`src/logic/sas_defines.svh`:
```
// Register map, field positions, reset values and timing counts of the converter sequencer
`ifndef SAS_DEFINES_SVH
`define SAS_DEFINES_SVH

// ****************************************************************
// Register indices (byte address is four times the index)
// ****************************************************************
`define SAS_IDX_RESULT    8'hbe
`define SAS_IDX_CONTROL   8'he8
`define SAS_IDX_GT        8'hc0
`define SAS_IDX_LT        8'hc1
`define SAS_IDX_CONFIG    8'hc2

// ****************************************************************
// Control register fields
// ****************************************************************
`define SAS_CTL_EN        7
`define SAS_CTL_TM        6
`define SAS_CTL_DONE      5
`define SAS_CTL_BUSY      4
`define SAS_CTL_MODE_HI   3
`define SAS_CTL_MODE_LO   1
`define SAS_CTL_WINT      0

// ****************************************************************
// Configuration register fields
// ****************************************************************
`define SAS_CFG_DIV_HI    4
`define SAS_CFG_DIV_LO    0
`define SAS_CFG_DIFF      5
`define SAS_CFG_OWN_EN    6
`define SAS_CFG_SIB_EN    7

// ****************************************************************
// Reset values
// ****************************************************************
`define SAS_RST_RESULT    8'h00
`define SAS_RST_CONTROL   8'h00
`define SAS_RST_GT        8'hff
`define SAS_RST_LT        8'h00
`define SAS_RST_CONFIG    8'h1f

// ****************************************************************
// Start modes and timing counts in converter clocks
// ****************************************************************
`define SAS_MODE_SW       3'h0
`define SAS_MODE_T3       3'h1
`define SAS_MODE_EXT      3'h2
`define SAS_MODE_T2       3'h3
`define SAS_TRACK_TICKS   4'h3
`define SAS_CONV_TICKS    4'h8

// ****************************************************************
// Bus answers
// ****************************************************************
`define SAS_RESP_OKAY     2'h0
`define SAS_RESP_DECERR   2'h3

`endif

```
`src/logic/sas_pkg.sv`:
```
// Types shared by the converter sequencer
`default_nettype none

package sas_pkg;

    typedef enum logic [1:0] {
        SAS_IDLE,
        SAS_TRACK,
        SAS_CONVERT
    } sas_state_t;

    typedef enum logic [2:0] {
        SAS_SEL_NONE,
        SAS_SEL_RESULT,
        SAS_SEL_CONTROL,
        SAS_SEL_GT,
        SAS_SEL_LT,
        SAS_SEL_CONFIG
    } sas_sel_t;

endpackage : sas_pkg

`default_nettype wire

```
`src/logic/sas_adc_seq.sv`:
```
// Sequencer, result and window detector of an 8-bit successive-approximation converter
// Function
// - Enable bit low holds converter shut down
// - Normal track mode tracks except while converting
// - Done flag sets when busy falls
// - Busy reads one while conversion runs
// - Busy write of one starts only mode 000
// - Start mode picks software, timers or pin
// - Modes 1xx start on sibling busy write
// - Low-power mode tracks three converter clocks first
// - Low-power pin mode tracks while pin low
// - Own pin if enabled, else sibling pin; the sibling pin needs its own enable bit, else no pin starts
// - Eight-bit result register, reset zero
// - Single-ended results compared unsigned
// - Differential results compared two's complement
// - Every result compared against both limits
// - Greater below less flags strictly inside
// - Limit order selects inside or outside
// - Window flag sticks until software clears
// - Conversion lasts at least eight converter clocks
// - Converter clock is system clock over divider+1
//
// The implementer's own choice: register access over AXI4-Lite.
`timescale 1ns/1ps
`default_nettype none
`include "sas_defines.svh"

module sas_adc_seq
    import sas_pkg::*;
(
    // Clock and reset
    input  wire logic        aclk,
    input  wire logic        aresetn,
    // AXI4-Lite write address
    input  wire logic [11:0] s_axi_awaddr,
    input  wire logic        s_axi_awvalid,
    output logic             s_axi_awready,
    // AXI4-Lite write data
    input  wire logic [31:0] s_axi_wdata,
    input  wire logic [3:0]  s_axi_wstrb,
    input  wire logic        s_axi_wvalid,
    output logic             s_axi_wready,
    // AXI4-Lite write response
    output logic [1:0]       s_axi_bresp,
    output logic             s_axi_bvalid,
    input  wire logic        s_axi_bready,
    // AXI4-Lite read address
    input  wire logic [11:0] s_axi_araddr,
    input  wire logic        s_axi_arvalid,
    output logic             s_axi_arready,
    // AXI4-Lite read data
    output logic [31:0]      s_axi_rdata,
    output logic [1:0]       s_axi_rresp,
    output logic             s_axi_rvalid,
    input  wire logic        s_axi_rready,
    // Trigger sources
    input  wire logic        timer3_overflow,
    input  wire logic        timer2_overflow,
    input  wire logic        sibling_busy_bit,
    input  wire logic        own_convert_start_pin,
    input  wire logic        sibling_convert_start_pin,
    // Analog core
    input  wire logic        core_compare,
    output logic             core_enable,
    output logic             core_track,
    output logic             core_convert,
    output logic [7:0]       core_trial_code,
    output logic             converter_clock,
    output logic             conversion_busy
);

    // ****************************************************************
    // Declarations
    // ****************************************************************
    logic [7:0]  result_reg;
    logic [7:0]  gt_reg;
    logic [7:0]  lt_reg;
    logic [7:0]  cfg_reg;
    logic        enable_reg;
    logic        track_mode_reg;
    logic        done_reg;
    logic [2:0]  mode_reg;
    logic        wint_reg;
    sas_state_t  state_reg;
    logic [4:0]  tick_cnt_reg;
    logic [3:0]  step_reg;
    logic [7:0]  sar_reg;
    logic [7:0]  sar_next;
    logic        track_reg;
    logic        own_s1_reg;
    logic        own_s2_reg;
    logic        sib_s1_reg;
    logic        sib_s2_reg;
    logic        cmp_s1_reg;
    logic        cmp_s2_reg;
    logic        ext_prev_reg;
    logic        aw_hold_reg;
    logic [11:0] awaddr_reg;
    logic        w_hold_reg;
    logic [7:0]  wdata_reg;
    logic        wstrb0_reg;
    logic        bvalid_reg;
    logic [1:0]  bresp_reg;
    logic        rvalid_reg;
    logic [7:0]  rdata_reg;
    logic [1:0]  rresp_reg;
    logic        wr_fire;
    logic        wr_en;
    sas_sel_t    wr_sel;
    sas_sel_t    rd_sel;
    logic        sw_start;
    logic        ext_level;
    logic        ext_rise;
    logic        trigger;
    logic        start;
    logic        tick;
    logic        last_step;
    logic [2:0]  bit_idx;

    // ****************************************************************
    // Helpers
    // ****************************************************************
    function automatic sas_sel_t decode(input logic [11:0] addr);
        sas_sel_t sel;
        sel = SAS_SEL_NONE;
        if (addr[11:10] == 2'h0 && addr[1:0] == 2'h0) begin
            unique case (addr[9:2])
                `SAS_IDX_RESULT:  sel = SAS_SEL_RESULT;
                `SAS_IDX_CONTROL: sel = SAS_SEL_CONTROL;
                `SAS_IDX_GT:      sel = SAS_SEL_GT;
                `SAS_IDX_LT:      sel = SAS_SEL_LT;
                `SAS_IDX_CONFIG:  sel = SAS_SEL_CONFIG;
                default:          sel = SAS_SEL_NONE;
            endcase
        end
        return sel;
    endfunction : decode

    function automatic logic signed [8:0] widen(input logic [7:0] v, input logic diff);
        return diff ? {v[7], v} : {1'b0, v};
    endfunction : widen

    function automatic logic in_window(input logic [7:0] res, input logic [7:0] gt,
                                       input logic [7:0] lt, input logic diff);
        logic signed [8:0] r;
        logic signed [8:0] g;
        logic signed [8:0] l;
        r = widen(res, diff);
        g = widen(gt, diff);
        l = widen(lt, diff);
        if (g < l) begin
            return (r > g) && (r < l);
        end
        return (r < l) || (r > g);
    endfunction : in_window

    // ****************************************************************
    // Pin synchronisers
    // ****************************************************************
    always_ff @(posedge aclk) begin
        if (!aresetn) begin
            own_s1_reg   <= 1'b1;
            own_s2_reg   <= 1'b1;
            sib_s1_reg   <= 1'b1;
            sib_s2_reg   <= 1'b1;
            cmp_s1_reg   <= 1'b0;
            cmp_s2_reg   <= 1'b0;
            ext_prev_reg <= 1'b1;
        end else begin
            own_s1_reg   <= own_convert_start_pin;
            own_s2_reg   <= own_s1_reg;
            sib_s1_reg   <= sibling_convert_start_pin;
            sib_s2_reg   <= sib_s1_reg;
            cmp_s1_reg   <= core_compare;
            cmp_s2_reg   <= cmp_s1_reg;
            ext_prev_reg <= ext_level;
        end
    end

    // ****************************************************************
    // Trigger selection
    // ****************************************************************
    assign wr_fire = aw_hold_reg && w_hold_reg && !bvalid_reg;
    assign wr_en   = wr_fire && wstrb0_reg;
    assign wr_sel  = decode(awaddr_reg);
    assign rd_sel  = decode(s_axi_araddr);

    assign sw_start = wr_en && wr_sel == SAS_SEL_CONTROL && wdata_reg[`SAS_CTL_BUSY]
                      && wdata_reg[`SAS_CTL_MODE_HI:`SAS_CTL_MODE_LO] == `SAS_MODE_SW;

    always_comb begin
        if (cfg_reg[`SAS_CFG_OWN_EN]) begin
            ext_level = own_s2_reg;
        end else if (cfg_reg[`SAS_CFG_SIB_EN]) begin
            ext_level = sib_s2_reg;
        end else begin
            ext_level = 1'b1;
        end
    end

    assign ext_rise = ext_level && !ext_prev_reg;

    always_comb begin
        unique case (mode_reg)
            `SAS_MODE_SW:  trigger = sw_start;
            `SAS_MODE_T3:  trigger = timer3_overflow;
            `SAS_MODE_EXT: trigger = ext_rise;
            `SAS_MODE_T2:  trigger = timer2_overflow;
            default:       trigger = sibling_busy_bit;
        endcase
    end

    assign start = enable_reg && state_reg == SAS_IDLE && (trigger || sw_start);

    // ****************************************************************
    // Converter clock divider
    // ****************************************************************
    assign tick = enable_reg && tick_cnt_reg == cfg_reg[`SAS_CFG_DIV_HI:`SAS_CFG_DIV_LO];

    always_ff @(posedge aclk) begin
        if (!aresetn) begin
            tick_cnt_reg <= 5'h00;
        end else if (!enable_reg || start || tick) begin
            tick_cnt_reg <= 5'h00;
        end else begin
            tick_cnt_reg <= tick_cnt_reg + 5'h01;
        end
    end

    // ****************************************************************
    // Successive approximation step
    // ****************************************************************
    assign bit_idx   = 3'(4'h7 - step_reg);
    assign last_step = step_reg == (`SAS_CONV_TICKS - 4'h1);

    always_comb begin
        sar_next = sar_reg;
        sar_next[bit_idx] = cmp_s2_reg;
        if (bit_idx != 3'h0) begin
            sar_next[bit_idx - 3'h1] = 1'b1;
        end
    end

    // ****************************************************************
    // Conversion sequencer
    // ****************************************************************
    always_ff @(posedge aclk) begin
        if (!aresetn) begin
            state_reg <= SAS_IDLE;
            step_reg  <= 4'h0;
            sar_reg   <= 8'h00;
        end else if (!enable_reg) begin
            state_reg <= SAS_IDLE;
            step_reg  <= 4'h0;
        end else begin
            unique case (state_reg)
                SAS_IDLE: begin
                    if (start && track_mode_reg && mode_reg != `SAS_MODE_EXT) begin
                        state_reg <= SAS_TRACK;
                        step_reg  <= 4'h0;
                    end else if (start) begin
                        state_reg <= SAS_CONVERT;
                        step_reg  <= 4'h0;
                        sar_reg   <= 8'h80;
                    end
                end
                SAS_TRACK: begin
                    if (tick && step_reg == `SAS_TRACK_TICKS - 4'h1) begin
                        state_reg <= SAS_CONVERT;
                        step_reg  <= 4'h0;
                        sar_reg   <= 8'h80;
                    end else if (tick) begin
                        step_reg <= step_reg + 4'h1;
                    end
                end
                SAS_CONVERT: begin
                    if (tick) begin
                        sar_reg  <= sar_next;
                        step_reg <= step_reg + 4'h1;
                        if (last_step) begin
                            state_reg <= SAS_IDLE;
                        end
                    end
                end
            endcase
        end
    end

    // ****************************************************************
    // Analog core controls
    // ****************************************************************
    always_ff @(posedge aclk) begin
        if (!aresetn) begin
            track_reg <= 1'b0;
        end else if (!track_mode_reg) begin
            track_reg <= enable_reg && state_reg != SAS_CONVERT;
        end else begin
            track_reg <= enable_reg && (state_reg == SAS_TRACK
                         || (state_reg == SAS_IDLE && mode_reg == `SAS_MODE_EXT
                             && !ext_level));
        end
    end

    assign core_enable     = enable_reg;
    assign core_track      = track_reg;
    assign core_convert    = state_reg == SAS_CONVERT;
    assign core_trial_code = sar_reg;
    assign converter_clock = tick;
    assign conversion_busy = state_reg != SAS_IDLE;

    // ****************************************************************
    // Result, limits and configuration
    // ****************************************************************
    always_ff @(posedge aclk) begin
        if (!aresetn) begin
            result_reg <= `SAS_RST_RESULT;
        end else if (state_reg == SAS_CONVERT && tick && last_step && enable_reg) begin
            result_reg <= sar_next;
        end else if (wr_en && wr_sel == SAS_SEL_RESULT) begin
            result_reg <= wdata_reg;
        end
    end

    always_ff @(posedge aclk) begin
        if (!aresetn) begin
            gt_reg  <= `SAS_RST_GT;
            lt_reg  <= `SAS_RST_LT;
            cfg_reg <= `SAS_RST_CONFIG;
        end else if (wr_en) begin
            if (wr_sel == SAS_SEL_GT) begin
                gt_reg <= wdata_reg;
            end
            if (wr_sel == SAS_SEL_LT) begin
                lt_reg <= wdata_reg;
            end
            if (wr_sel == SAS_SEL_CONFIG) begin
                cfg_reg <= wdata_reg;
            end
        end
    end

    // ****************************************************************
    // Control register and sticky flags
    // ****************************************************************
    logic conv_end;
    assign conv_end = state_reg == SAS_CONVERT && tick && last_step && enable_reg;

    always_ff @(posedge aclk) begin
        if (!aresetn) begin
            enable_reg     <= 1'(`SAS_RST_CONTROL >> `SAS_CTL_EN);
            track_mode_reg <= 1'b0;
            mode_reg       <= 3'h0;
        end else if (wr_en && wr_sel == SAS_SEL_CONTROL) begin
            enable_reg     <= wdata_reg[`SAS_CTL_EN];
            track_mode_reg <= wdata_reg[`SAS_CTL_TM];
            mode_reg       <= wdata_reg[`SAS_CTL_MODE_HI:`SAS_CTL_MODE_LO];
        end
    end

    always_ff @(posedge aclk) begin
        if (!aresetn) begin
            done_reg <= 1'b0;
        end else if (conv_end) begin
            done_reg <= 1'b1;
        end else if (wr_en && wr_sel == SAS_SEL_CONTROL) begin
            done_reg <= wdata_reg[`SAS_CTL_DONE];
        end
    end

    always_ff @(posedge aclk) begin
        if (!aresetn) begin
            wint_reg <= 1'b0;
        end else if (conv_end && in_window(sar_next, gt_reg, lt_reg, cfg_reg[`SAS_CFG_DIFF])) begin
            wint_reg <= 1'b1;
        end else if (wr_en && wr_sel == SAS_SEL_CONTROL) begin
            wint_reg <= wdata_reg[`SAS_CTL_WINT];
        end
    end

    // ****************************************************************
    // AXI4-Lite write channels
    // ****************************************************************
    assign s_axi_awready = !aw_hold_reg;
    assign s_axi_wready  = !w_hold_reg;
    assign s_axi_bvalid  = bvalid_reg;
    assign s_axi_bresp   = bresp_reg;

    always_ff @(posedge aclk) begin
        if (!aresetn) begin
            aw_hold_reg <= 1'b0;
            awaddr_reg  <= 12'h000;
            w_hold_reg  <= 1'b0;
            wdata_reg   <= 8'h00;
            wstrb0_reg  <= 1'b0;
            bvalid_reg  <= 1'b0;
            bresp_reg   <= `SAS_RESP_OKAY;
        end else begin
            if (s_axi_awvalid && !aw_hold_reg) begin
                aw_hold_reg <= 1'b1;
                awaddr_reg  <= s_axi_awaddr;
            end
            if (s_axi_wvalid && !w_hold_reg) begin
                w_hold_reg <= 1'b1;
                wdata_reg  <= s_axi_wdata[7:0];
                wstrb0_reg <= s_axi_wstrb[0];
            end
            if (wr_fire) begin
                aw_hold_reg <= 1'b0;
                w_hold_reg  <= 1'b0;
                bvalid_reg  <= 1'b1;
                bresp_reg   <= (wr_sel == SAS_SEL_NONE) ? `SAS_RESP_DECERR : `SAS_RESP_OKAY;
            end else if (bvalid_reg && s_axi_bready) begin
                bvalid_reg <= 1'b0;
            end
        end
    end

    // ****************************************************************
    // AXI4-Lite read channels
    // ****************************************************************
    assign s_axi_arready = !rvalid_reg;
    assign s_axi_rvalid  = rvalid_reg;
    assign s_axi_rresp   = rresp_reg;
    assign s_axi_rdata   = {24'h000000, rdata_reg};

    always_ff @(posedge aclk) begin
        if (!aresetn) begin
            rvalid_reg <= 1'b0;
            rdata_reg  <= 8'h00;
            rresp_reg  <= `SAS_RESP_OKAY;
        end else if (s_axi_arvalid && !rvalid_reg) begin
            rvalid_reg <= 1'b1;
            rresp_reg  <= (rd_sel == SAS_SEL_NONE) ? `SAS_RESP_DECERR : `SAS_RESP_OKAY;
            unique case (rd_sel)
                SAS_SEL_RESULT:  rdata_reg <= result_reg;
                SAS_SEL_CONTROL: rdata_reg <= {enable_reg, track_mode_reg, done_reg,
                                               conversion_busy, mode_reg, wint_reg};
                SAS_SEL_GT:      rdata_reg <= gt_reg;
                SAS_SEL_LT:      rdata_reg <= lt_reg;
                SAS_SEL_CONFIG:  rdata_reg <= cfg_reg;
                SAS_SEL_NONE:    rdata_reg <= 8'h00;
            endcase
        end else if (rvalid_reg && s_axi_rready) begin
            rvalid_reg <= 1'b0;
        end
    end

endmodule : sas_adc_seq

`default_nettype wire

```
`config.mk`:
```
export PLATFORM = sky130hd
export DESIGN_NAME = sas_adc_seq
export DESIGN_NICKNAME = d
export VERILOG_FILES = /design/src/logic/sas_pkg.sv /design/src/logic/sas_adc_seq.sv
export VERILOG_INCLUDE_DIRS = /design/src /design/src/logic
export SDC_FILE = /design/constraint.sdc
export NUM_CORES = 1
export LEC_CHECK = 0
export ABC_CLOCK_PERIOD_IN_PS = 7600
export BUFFER_PORTS_ARGS = -buffer_cell sky130_fd_sc_hd__buf_2
export CORE_MARGIN = 8
export CORE_UTILIZATION = 35
export CTS_CLUSTER_DIAMETER = 120
export CTS_CLUSTER_SIZE = 16
export DETAILED_ROUTE_END_ITERATION = 10
export GPL_TIMING_DRIVEN = 0
export HOLD_SLACK_MARGIN = 0.08
export PLACE_DENSITY = 0.55
export SLEW_MARGIN = 0
export SYNTH_ARGS = -nofsm -noshare
export SYNTH_HDL_FRONTEND = slang
export SYNTH_SLANG_ARGS = --single-unit
```
`constraint.sdc`:
```
create_clock -name aclk -period 7.6 [get_ports aclk]
set_input_delay 0.38 -clock aclk [delete_from_list [all_inputs] [get_ports aclk]]
set_output_delay 0.38 -clock aclk [all_outputs]
set_load 0.02 [all_outputs]
```
# == Word level (Yosys, flattened, before mapping) ==
# Index checks and enable logic that the tools add are counted.
# Widths: inputs -> output; s select.
# totals
ramBits,0
output_inout_bits,54
rom_bits,0
latch_bits,0
elab_cells,199
ff_bits,103
n_memories,0
in_bits,73
# classes
n_lt_le_gt_ge,7
mux,51
n_addsub,4
n_div,0
n_eq_ne,36
multipliers,0
reduce_logical,68
bitwise,2
n_shift,0
# op_table
cell,count
$eq 8x8->1 const B,10
$mux 8,7
$pmux 8 s6,1
$logic_and 1x1->1,32
$pmux 3 s5,2
$mux 9,3
$pmux 8 s3,1
$eq 3x2->1 const B,6
$lt 9x9->1,2
$mux 1,18
$mux 4,4
$mux 2,7
$eq 3x3->1 const B,4
$logic_not 3->1,4
$pmux 4 s3,1
$reduce_bool 2->1,6
$logic_not 2->1,5
$eq 3x1->1 const B,3
$gt 9x9->1,1
$bwmux 8,1
$lt 3x4->1 const B,2
$ne 2x2->1 const B,4
$or 8x8->8,1
$reduce_and 2->1,4
24 further kinds,39

# == Depth between registers and ports, before layout ==
# Gate-level depths: netlist of run 1.
# depth
depth_word,16
ltp_mapped,14
depth_no_buf,13

# == Least setup slack after synthesis of run 1 ==
# No wires, ideal clock.
# synth_path
path_kind,register -> register
from,register step_reg[0]
to,register wint_reg
slack_ns,4.482
stages_incl_launch_ff,14
t_required_ns,7.530
arrival_time_ns,3.048
path_buffers,1
path_cell_list,dfxtp_1 clkinv_1 ha_1 clkbuf_1 nor4b_1 a211oi_1 a21oi_1 ha_1 a21o_1 a2111oi_0 nand2_1 o21ai_0 o211ai_1 a21oi_1
# synth_between
elab_chain_len,16
word_cells_on_any_way,30
classes_between,add/sub: 2; order compare: 6; eq/ne: 1; mux: 11; bitwise: 1; reduce/logical: 9
# synth_lines
element,line_no,text
from (decl),sas_adc_seq.sv:86,logic [3:0] step_reg;
from (signal assigned),sas_adc_seq.sv:273,step_reg <= step_reg + 4'h1;
from (signal assigned),sas_adc_seq.sv:279,step_reg <= step_reg + 4'h1;
$sub 3x3->3,sas_adc_seq.sv:233,assign bit_idx = 3'(4'h7 - step_reg);
$sub 3x1->3 (tied with other cells),sas_adc_seq.sv:240,sar_next[bit_idx - 3'h1] = 1'b1;
$lt 3x4->1 (not written as such) (tied with other cells),sas_adc_seq.sv:240,
$logic_and 1x1->1 (not written as such) or $mux 1 (tied branches),"sas_adc_seq.sv:240, sas_adc_seq.sv:238",
$mux 1 (not written as such) or $demux 1 s3 (tied branches),"sas_adc_seq.sv:240, sas_adc_seq.sv:238",
$demux 1 s3 or $bwmux 8 (tied branches),"sas_adc_seq.sv:240, sas_adc_seq.sv:238",
$or 8x8->8 (no source line),--,
$mux 8,sas_adc_seq.sv:239,if (bit_idx != 3'h0) begin
$mux 9,sas_adc_seq.sv:140,"return diff ? {v[7], v} : {1'b0, v};"
$gt 9x9->1 or $lt 9x9->1 (tied branches),"sas_adc_seq.sv:152, sas_adc_seq.sv:154",
$logic_and 1x1->1,sas_adc_seq.sv:152,return (r > g) && (r < l);
$mux 1,sas_adc_seq.sv:151,if (g < l) begin
$mux 1,sas_adc_seq.sv:154,return (r < l) || (r > g);
$mux 1,sas_adc_seq.sv:371,if (!aresetn) begin
$logic_and 1x1->1 (*),sas_adc_seq.sv:373,"end else if (conv_end && in_window(sar_next, gt_reg, lt_reg, cfg_reg[`SAS_CFG_DIFF])) begin"
$mux 1 or $reduce_bool 2->1 (tied branches),--,
to (signal assigned),sas_adc_seq.sv:376,wint_reg <= wdata_reg[`SAS_CTL_WINT];
to (decl),sas_adc_seq.sv:83,logic wint_reg;
# Mark *: on every way between the ends. The rest lies on a longest branch, timed or not. The select of a mux whose other input is x is not followed.
# A chain may end at the register's enable or synchronous reset.

# == Worst setup path after layout of run 1 ==
# Same ends and word-level chain as after synthesis.

==> results_dict.tcl, run 1 <==
set metrics [dict create \
    status "completed" \
    fin_skew_ns 0.00963 \
    layout-drive-gt1-share_pct 17.3 \
    synth_top_family_by_area "simple AND/OR/NAND/NOR gates" \
    synth_xor_area_share_pct 1.84 \
    post-route-util_pct 42.4 \
    synth.avg_cell_area_sq_um 8.61 \
    portBuffers 74 \
    grt_setup_unrepaired "false" \
    num-fill-cells 1605 \
    synthTopCellsByArea "dfxtp_1, mux2i_1, ha_1" \
    pwr_density_cell_nw_per_um2 168 \
    critPathLaunchType "flop" \
    p_leak_nw 2.80 \
    synthAdderAreaFrac_pct 6.80 \
    fin_crit_sh_pct 52.6 \
    relSlewSlack_pct 53.3 \
    nNetsFinal 874 \
    arrival_ns 4.28 \
    synthMuxAreaShare_pct 10.4 \
    tightest_slew_ns 0.700 \
    synth.cells.most_frequent "dfxtp_1, nand2_1, mux2i_1, a21oi_1, o21ai_0" \
    cp_num_buf_inv 2 \
    initial_core_util_pct 35.9 \
    r2r_slack_ns 3.60 \
    firstDrtPassIters 5 \
    synth_top_area_share_pct 35.5 \
    place_congestion 0.875 \
    required_ns 7.88 \
    fin_ws_ns 3.60 \
    clock-sinks 101 \
    clock_path_buffers 2 \
    cts_hold_buf 0 \
    crit_path_cell_trace "clkinv_1, ha_1, clkbuf_1, nor4b_1, a211oi_1, a21oi_1, ha_1, a21o_1, a2111oi_0, nand2_1, o21ai_0, o211ai_1, a21oi_1" \
    max_freq_mhz 250 \
    antenna_found_initial 0 \
    hold_class "in -> reg" \
    post_cts_resize_count 0 \
    cts-root-buf "clkbuf_16" \
    ioPinCount 127 \
    ant_nets 0 \
    drt_iter0_markers 434 \
    seq_area_frac_synth_pct 35.5 \
    largest_register_ffs 12 \
    design_area_sq_um 6730 \
    yosysWarningCount 0 \
    cts.reportedPaths.clkPinSlew_ns 0.07 \
    cts_tree "built" \
    die_area_sq_um 20600 \
    ys_types 64 \
    cts_buffers 9 \
    rows 46 \
    synth-compound-area-share_pct 18.8 \
    fin_tns_setup_ns 0 \
    synth_async_sr_flop_share_pct 0 \
    dpl_worst_slack_ns 3.68 \
    core_sq_um 15900 \
    synth.most_common_cell "dfxtp_1" \
    synth_top_cell_by_area "dfxtp_1" \
    die_y_microns 144 \
    insertedDiodeCount 0 \
    drv_slew 0 \
    placed_area_sq_um 6430 \
    overflow 0 \
    synth-simple-area-share_pct 19.4 \
    place_hpwl_microns 12800 \
    fp.dieW_microns 144 \
    cap_violations 0 \
    crit_fanout 9 \
    insertion_delay_ns 0.35 \
    slowest_stage "a2111oi_0" \
    grt_max_degree 16 \
    cp-end-kind "flop" \
    cpPeakStageDelay_ns 0.53 \
    path_class "reg -> reg" \
    drc 0 \
    grt_pass1_wl_microns 26000 \
    hold_viol_final 0 \
    synth_edf_count 0 \
    syn_to_final_growth_pct 18.0 \
    setup_viol 0 \
    netlist_instances 662 \
    vdd_drop_max_uv 90.8 \
    synthesis.area_sq_um 5700 \
    routed_wl_microns 16500 \
    cts_setup_buffers 0 \
    total_power_mw 1.13 \
    cpLargestDelayFamily "compound AO/OA/AOI/OAI gates" \
    wl_per_cell_microns 16.6 \
    vias 5080 \
    htreeDepth 3 \
    grtUsageTotal_pct 16.1 \
    grt_pass1_vias 4951 \
    ys.flop_type "dfxtp_1" \
    period_minus_slack_ns 4.00 \
    ys_ff_latch 101 \
    vias_per_cell 5.13 \
]
[final cells by class]
type,instances,area (sq um),area share [%]
plain buffers,54,309,4.59
clock buffers,11,253,3.76
clock inverters,4,47.5,0.707
inverters,26,97.6,1.45
multi-input cells,504,3360,49.9
flip-flops and latches,101,2020,30.1
well taps,216,270,4.02
repair buffers,74,370,5.50
[placed cells by master (no fill, tap or decap), types with 6 or more instances in the layout]
| cell | Yosys | final |
|---|---|---|
| a211oi_1 | 7 | 7 |
| a21boi_0 | 24 | 24 |
| a21oi_1 | 43 | 43 |
| buf_2 | 3 | 77 |
| buf_4 | 27 | 27 |
| clkbuf_1 | 23 | 23 |
| clkbuf_16 | 0 | 9 |
| conb_1 | 1 | 24 |
| dfxtp_1 | 101 | 101 |
| ha_1 | 31 | 31 |
| inv_1 | 25 | 25 |
| mux2i_1 | 56 | 56 |
| nand2_1 | 100 | 100 |
| nand2b_1 | 7 | 7 |
| nand3_1 | 13 | 13 |
| nand4_1 | 6 | 6 |
| nor2_1 | 28 | 28 |
| nor2b_1 | 22 | 22 |
| nor4_1 | 6 | 6 |
| o211ai_1 | 9 | 9 |
| o21ai_0 | 33 | 33 |
| o22a_1 | 8 | 8 |
| xnor2_1 | 6 | 6 |
| xor2_1 | 6 | 6 |
[final timing paths]
path / startpoint / to / cells after the start
max reg2reg: step_reg[0] / wint_reg / 13
max: step_reg[0] / wint_reg / 13
min reg2reg: sib_s1_reg / sib_s2_reg / 1
min: own_convert_start_pin / own_s1_reg / 2
[routing by layer]
layer | vias up | GRT usage (%) | routed length [microns]
li1 | 2525 | - | -
met1 | 2376 | 21.1 | 7740
met2 | 161 | 25.6 | 7410
met3 | 18 | 3.52 | 1030
met4 | 0 | 5.42 | 275
met5 | - | 0 | 0
[cells by family after synthesis]
group                    Yosys count
AND/OR/NAND/NOR                  221
AO/OA/AOI/OAI                    157
flip-flops                       101
buffers and inverters             80
multiplexers                      59
adder cells (fa/ha/maj)           31
XOR/XNOR                          12
other                              1
[through the flow]
stage                     hold slack, ns  cells
after floorplan                    0.386    685
after global placement             0.396    975
after detailed placement           0.393    975
after CTS                          0.205    990
after global routing               0.219    990
final                              0.216    990
[worst register-to-register path: stages (launching register included)]
cell	delay [ns]
dfxtp_1	0.45
clkinv_1	0.28
ha_1	0.36
clkbuf_1	0.32
nor4b_1	0.29
a211oi_1	0.09
a21oi_1	0.52
ha_1	0.37
a21o_1	0.16
a2111oi_0	0.53
nand2_1	0.08
o21ai_0	0.22
o211ai_1	0.13
a21oi_1	0.13
[power by group]
group	switching, mW	internal [mW]	total [mW]
Combinational	0.0596	0.0405	0.100
Clock	0.201	0.270	0.472
Sequential	0.0142	0.542	0.557
Power figures use the tool's default switching activity.
==> run 2: changes to the inputs <==
--- a/config.mk
+++ b/config.mk
@@ -6,7 +6,7 @@
 export SDC_FILE = /design/constraint.sdc
 export NUM_CORES = 1
 export LEC_CHECK = 0
-export ABC_CLOCK_PERIOD_IN_PS = 7600
+export ABC_CLOCK_PERIOD_IN_PS = 3200
 export BUFFER_PORTS_ARGS = -buffer_cell sky130_fd_sc_hd__buf_2
 export CORE_MARGIN = 8
 export CORE_UTILIZATION = 35
@@ -15,7 +15,7 @@
 export DETAILED_ROUTE_END_ITERATION = 10
 export GPL_TIMING_DRIVEN = 0
 export HOLD_SLACK_MARGIN = 0.08
-export PLACE_DENSITY = 0.55
+export PLACE_DENSITY = 0.57
 export SLEW_MARGIN = 0
 export SYNTH_ARGS = -nofsm -noshare
 export SYNTH_HDL_FRONTEND = slang
==> constraint.sdc (replaced) <==
create_clock -name aclk -period 3.2 [get_ports aclk]
set_input_delay 0.16 -clock aclk [delete_from_list [all_inputs] [get_ports aclk]]
set_output_delay 0.16 -clock aclk [all_outputs]
set_load 0.02 [all_outputs]
==> results_dict.tcl, run 2 (synthesis gave the netlist of run 1 again) <==
set metrics [dict create \
    rows 46 \
    path_class "reg -> reg" \
    reg2reg_depth 13 \
    drc 0 \
    insertedDiodeCount 0 \
    multi_input_area_sq_um 3410 \
    setup_viol 0 \
    core_sq_um 15900 \
    final_cell_mix "nand2_1, dfxtp_1, buf_2" \
    hold_class "in -> reg" \
    portBuffers 74 \
    final_common_cell "nand2_1" \
    nNetsFinal 902 \
    hold_path_startpoint "s_axi_bready" \
    tightest_slew_ns 0.672 \
    grt_setup_unrepaired "false" \
    design_area_sq_um 7070 \
    routed_wl_microns 16000 \
    arrival_ns 3.21 \
    r2r_slack_ns 0.24 \
    largest_register_ffs 12 \
    insertion_delay_ns 0.36 \
    crit_fanout 9 \
    fin_hold_ws_ns 0.101 \
    layout-drive-gt1-share_pct 18.4 \
    p_leak_nw 2.93 \
    drt_iter0_markers 336 \
    fin_tns_setup_ns 0 \
    cpPeakStageDelay_ns 0.40 \
    holdPathStages 3 \
    syn_to_final_growth_pct 24.0 \
    crit_path_cell_trace "clkinv_2, ha_4, nor4b_2, a211oi_1, a21oi_2, buf_4, buf_4, ha_1, or4_1, o21ai_0, a21oi_1, o211ai_1, a21oi_1" \
    fin_skew_ns 0.0126 \
    worstReg2RegStart "step_reg[0]" \
    status "completed" \
    pwr_density_cell_nw_per_um2 378 \
    grtUsageTotal_pct 15.8 \
    cts.reportedPaths.clkPinSlew_ns 0.08 \
    slowest_stage "dfxtp_2" \
    r2r-end "wint_reg" \
    critPathLaunchType "flop" \
    relSlewSlack_pct 55.2 \
    overflow 0 \
    wl_per_cell_microns 15.7 \
    vias 5003 \
    htreeDepth 3 \
    cts-root-buf "clkbuf_16" \
    antenna_found_initial 0 \
    die_y_microns 144 \
    numPlacedInstances 975 \
    required_ns 3.46 \
    clock-sinks 101 \
    ant_nets 0 \
    place_hpwl_microns 12200 \
    fin_ws_ns 0.243 \
    place_congestion 0.857 \
    period_minus_slack_ns 2.96 \
    grt_pass1_vias 4796 \
    clock_path_buffers 2 \
    fp.dieW_microns 144 \
    max_freq_mhz 338 \
    fin_crit_sh_pct 92.4 \
    cts_tree "built" \
    die_area_sq_um 20600 \
    grt_max_degree 18 \
    ioPinCount 127 \
    cts_buffers 9 \
    fin_cells 1019 \
    drv_slew 0 \
    initial_core_util_pct 35.9 \
    vdd_drop_max_uv 241 \
    num-fill-cells 1627 \
    vias_per_cell 4.91 \
    cp-end-kind "flop" \
    grt_pass1_wl_microns 25300 \
    firstDrtPassIters 4 \
    hold_viol_final 0 \
    dpl_worst_slack_ns -0.621 \
    regArea_sq_um 2030 \
    cap_violations 0 \
    placed_area_sq_um 6430 \
    whs_endpoint "s_axi_bvalid" \
]
run 2: cell type report:
type                    instances  share of cell area [%]
plain buffers                  52                    4.27
clock buffers                  11                    3.58
clock inverters                 5                   0.566
inverters                      26                    1.40
multi-input cells             504                    48.3
flip-flops and latches        101                    28.7
well taps                     216                    3.82
repair buffers                104                    9.42
run 2: report_power, final:
part | total, mW | leakage [nW] | internal, mW | switching, mW
Sequential | 1.32 | 0.823 | 1.29 | 0.0341
Combinational | 0.264 | 1.96 | 0.119 | 0.145
Clock | 1.09 | 0.146 | 0.578 | 0.509
run 2: worst max-delay path by stage:
stage | slack, ns | endpoint | start
after floorplan | 0.08 | wint_reg | step_reg[0]
after CTS | 0.03 | wint_reg | step_reg[1]
after global routing | 0.03 | wint_reg | step_reg[0]
final | 0.24 | wint_reg | step_reg[0]
after detailed placement | -0.62 | wint_reg | step_reg[0]
after global placement | -0.59 | wint_reg | step_reg[0]
run 2: worst max-delay path, delay by kind of cell, from the launching register on:
family                     cells  cell delay (ns)
DFF                            1             0.40
buffers and inverters          3             0.47
and+or+nand+nor                2             0.55
adders and majority gates      2             0.52
AOI/OAI and AO/OA              6             0.91
run 2: metrics by stage:
step	utilization [%]	power, mW
floorplan	-	1.50
global placement	40.5	1.59
detailed placement	40.5	1.59
CTS	44.3	2.70
global route	44.5	2.80
finish	44.5	2.67
run 2: metal layers:
layer | wire [microns] | global-route usage [%] | up-vias
met3 | 899 | 3.58 | 12
li1 | - | - | 2576
met1 | 7640 | 20.6 | 2296
met2 | 7300 | 25.6 | 119
met5 | 0 | 0 | -
met4 | 196 | 4.81 | 0
run 2: timing repair:
action	4_1_cts	5_1_grt
hold buffers	28	0
buffers inserted	2	0
setup endpoints to repair	1	1
gates resized for setup	9	7
hold endpoints to repair	27	0
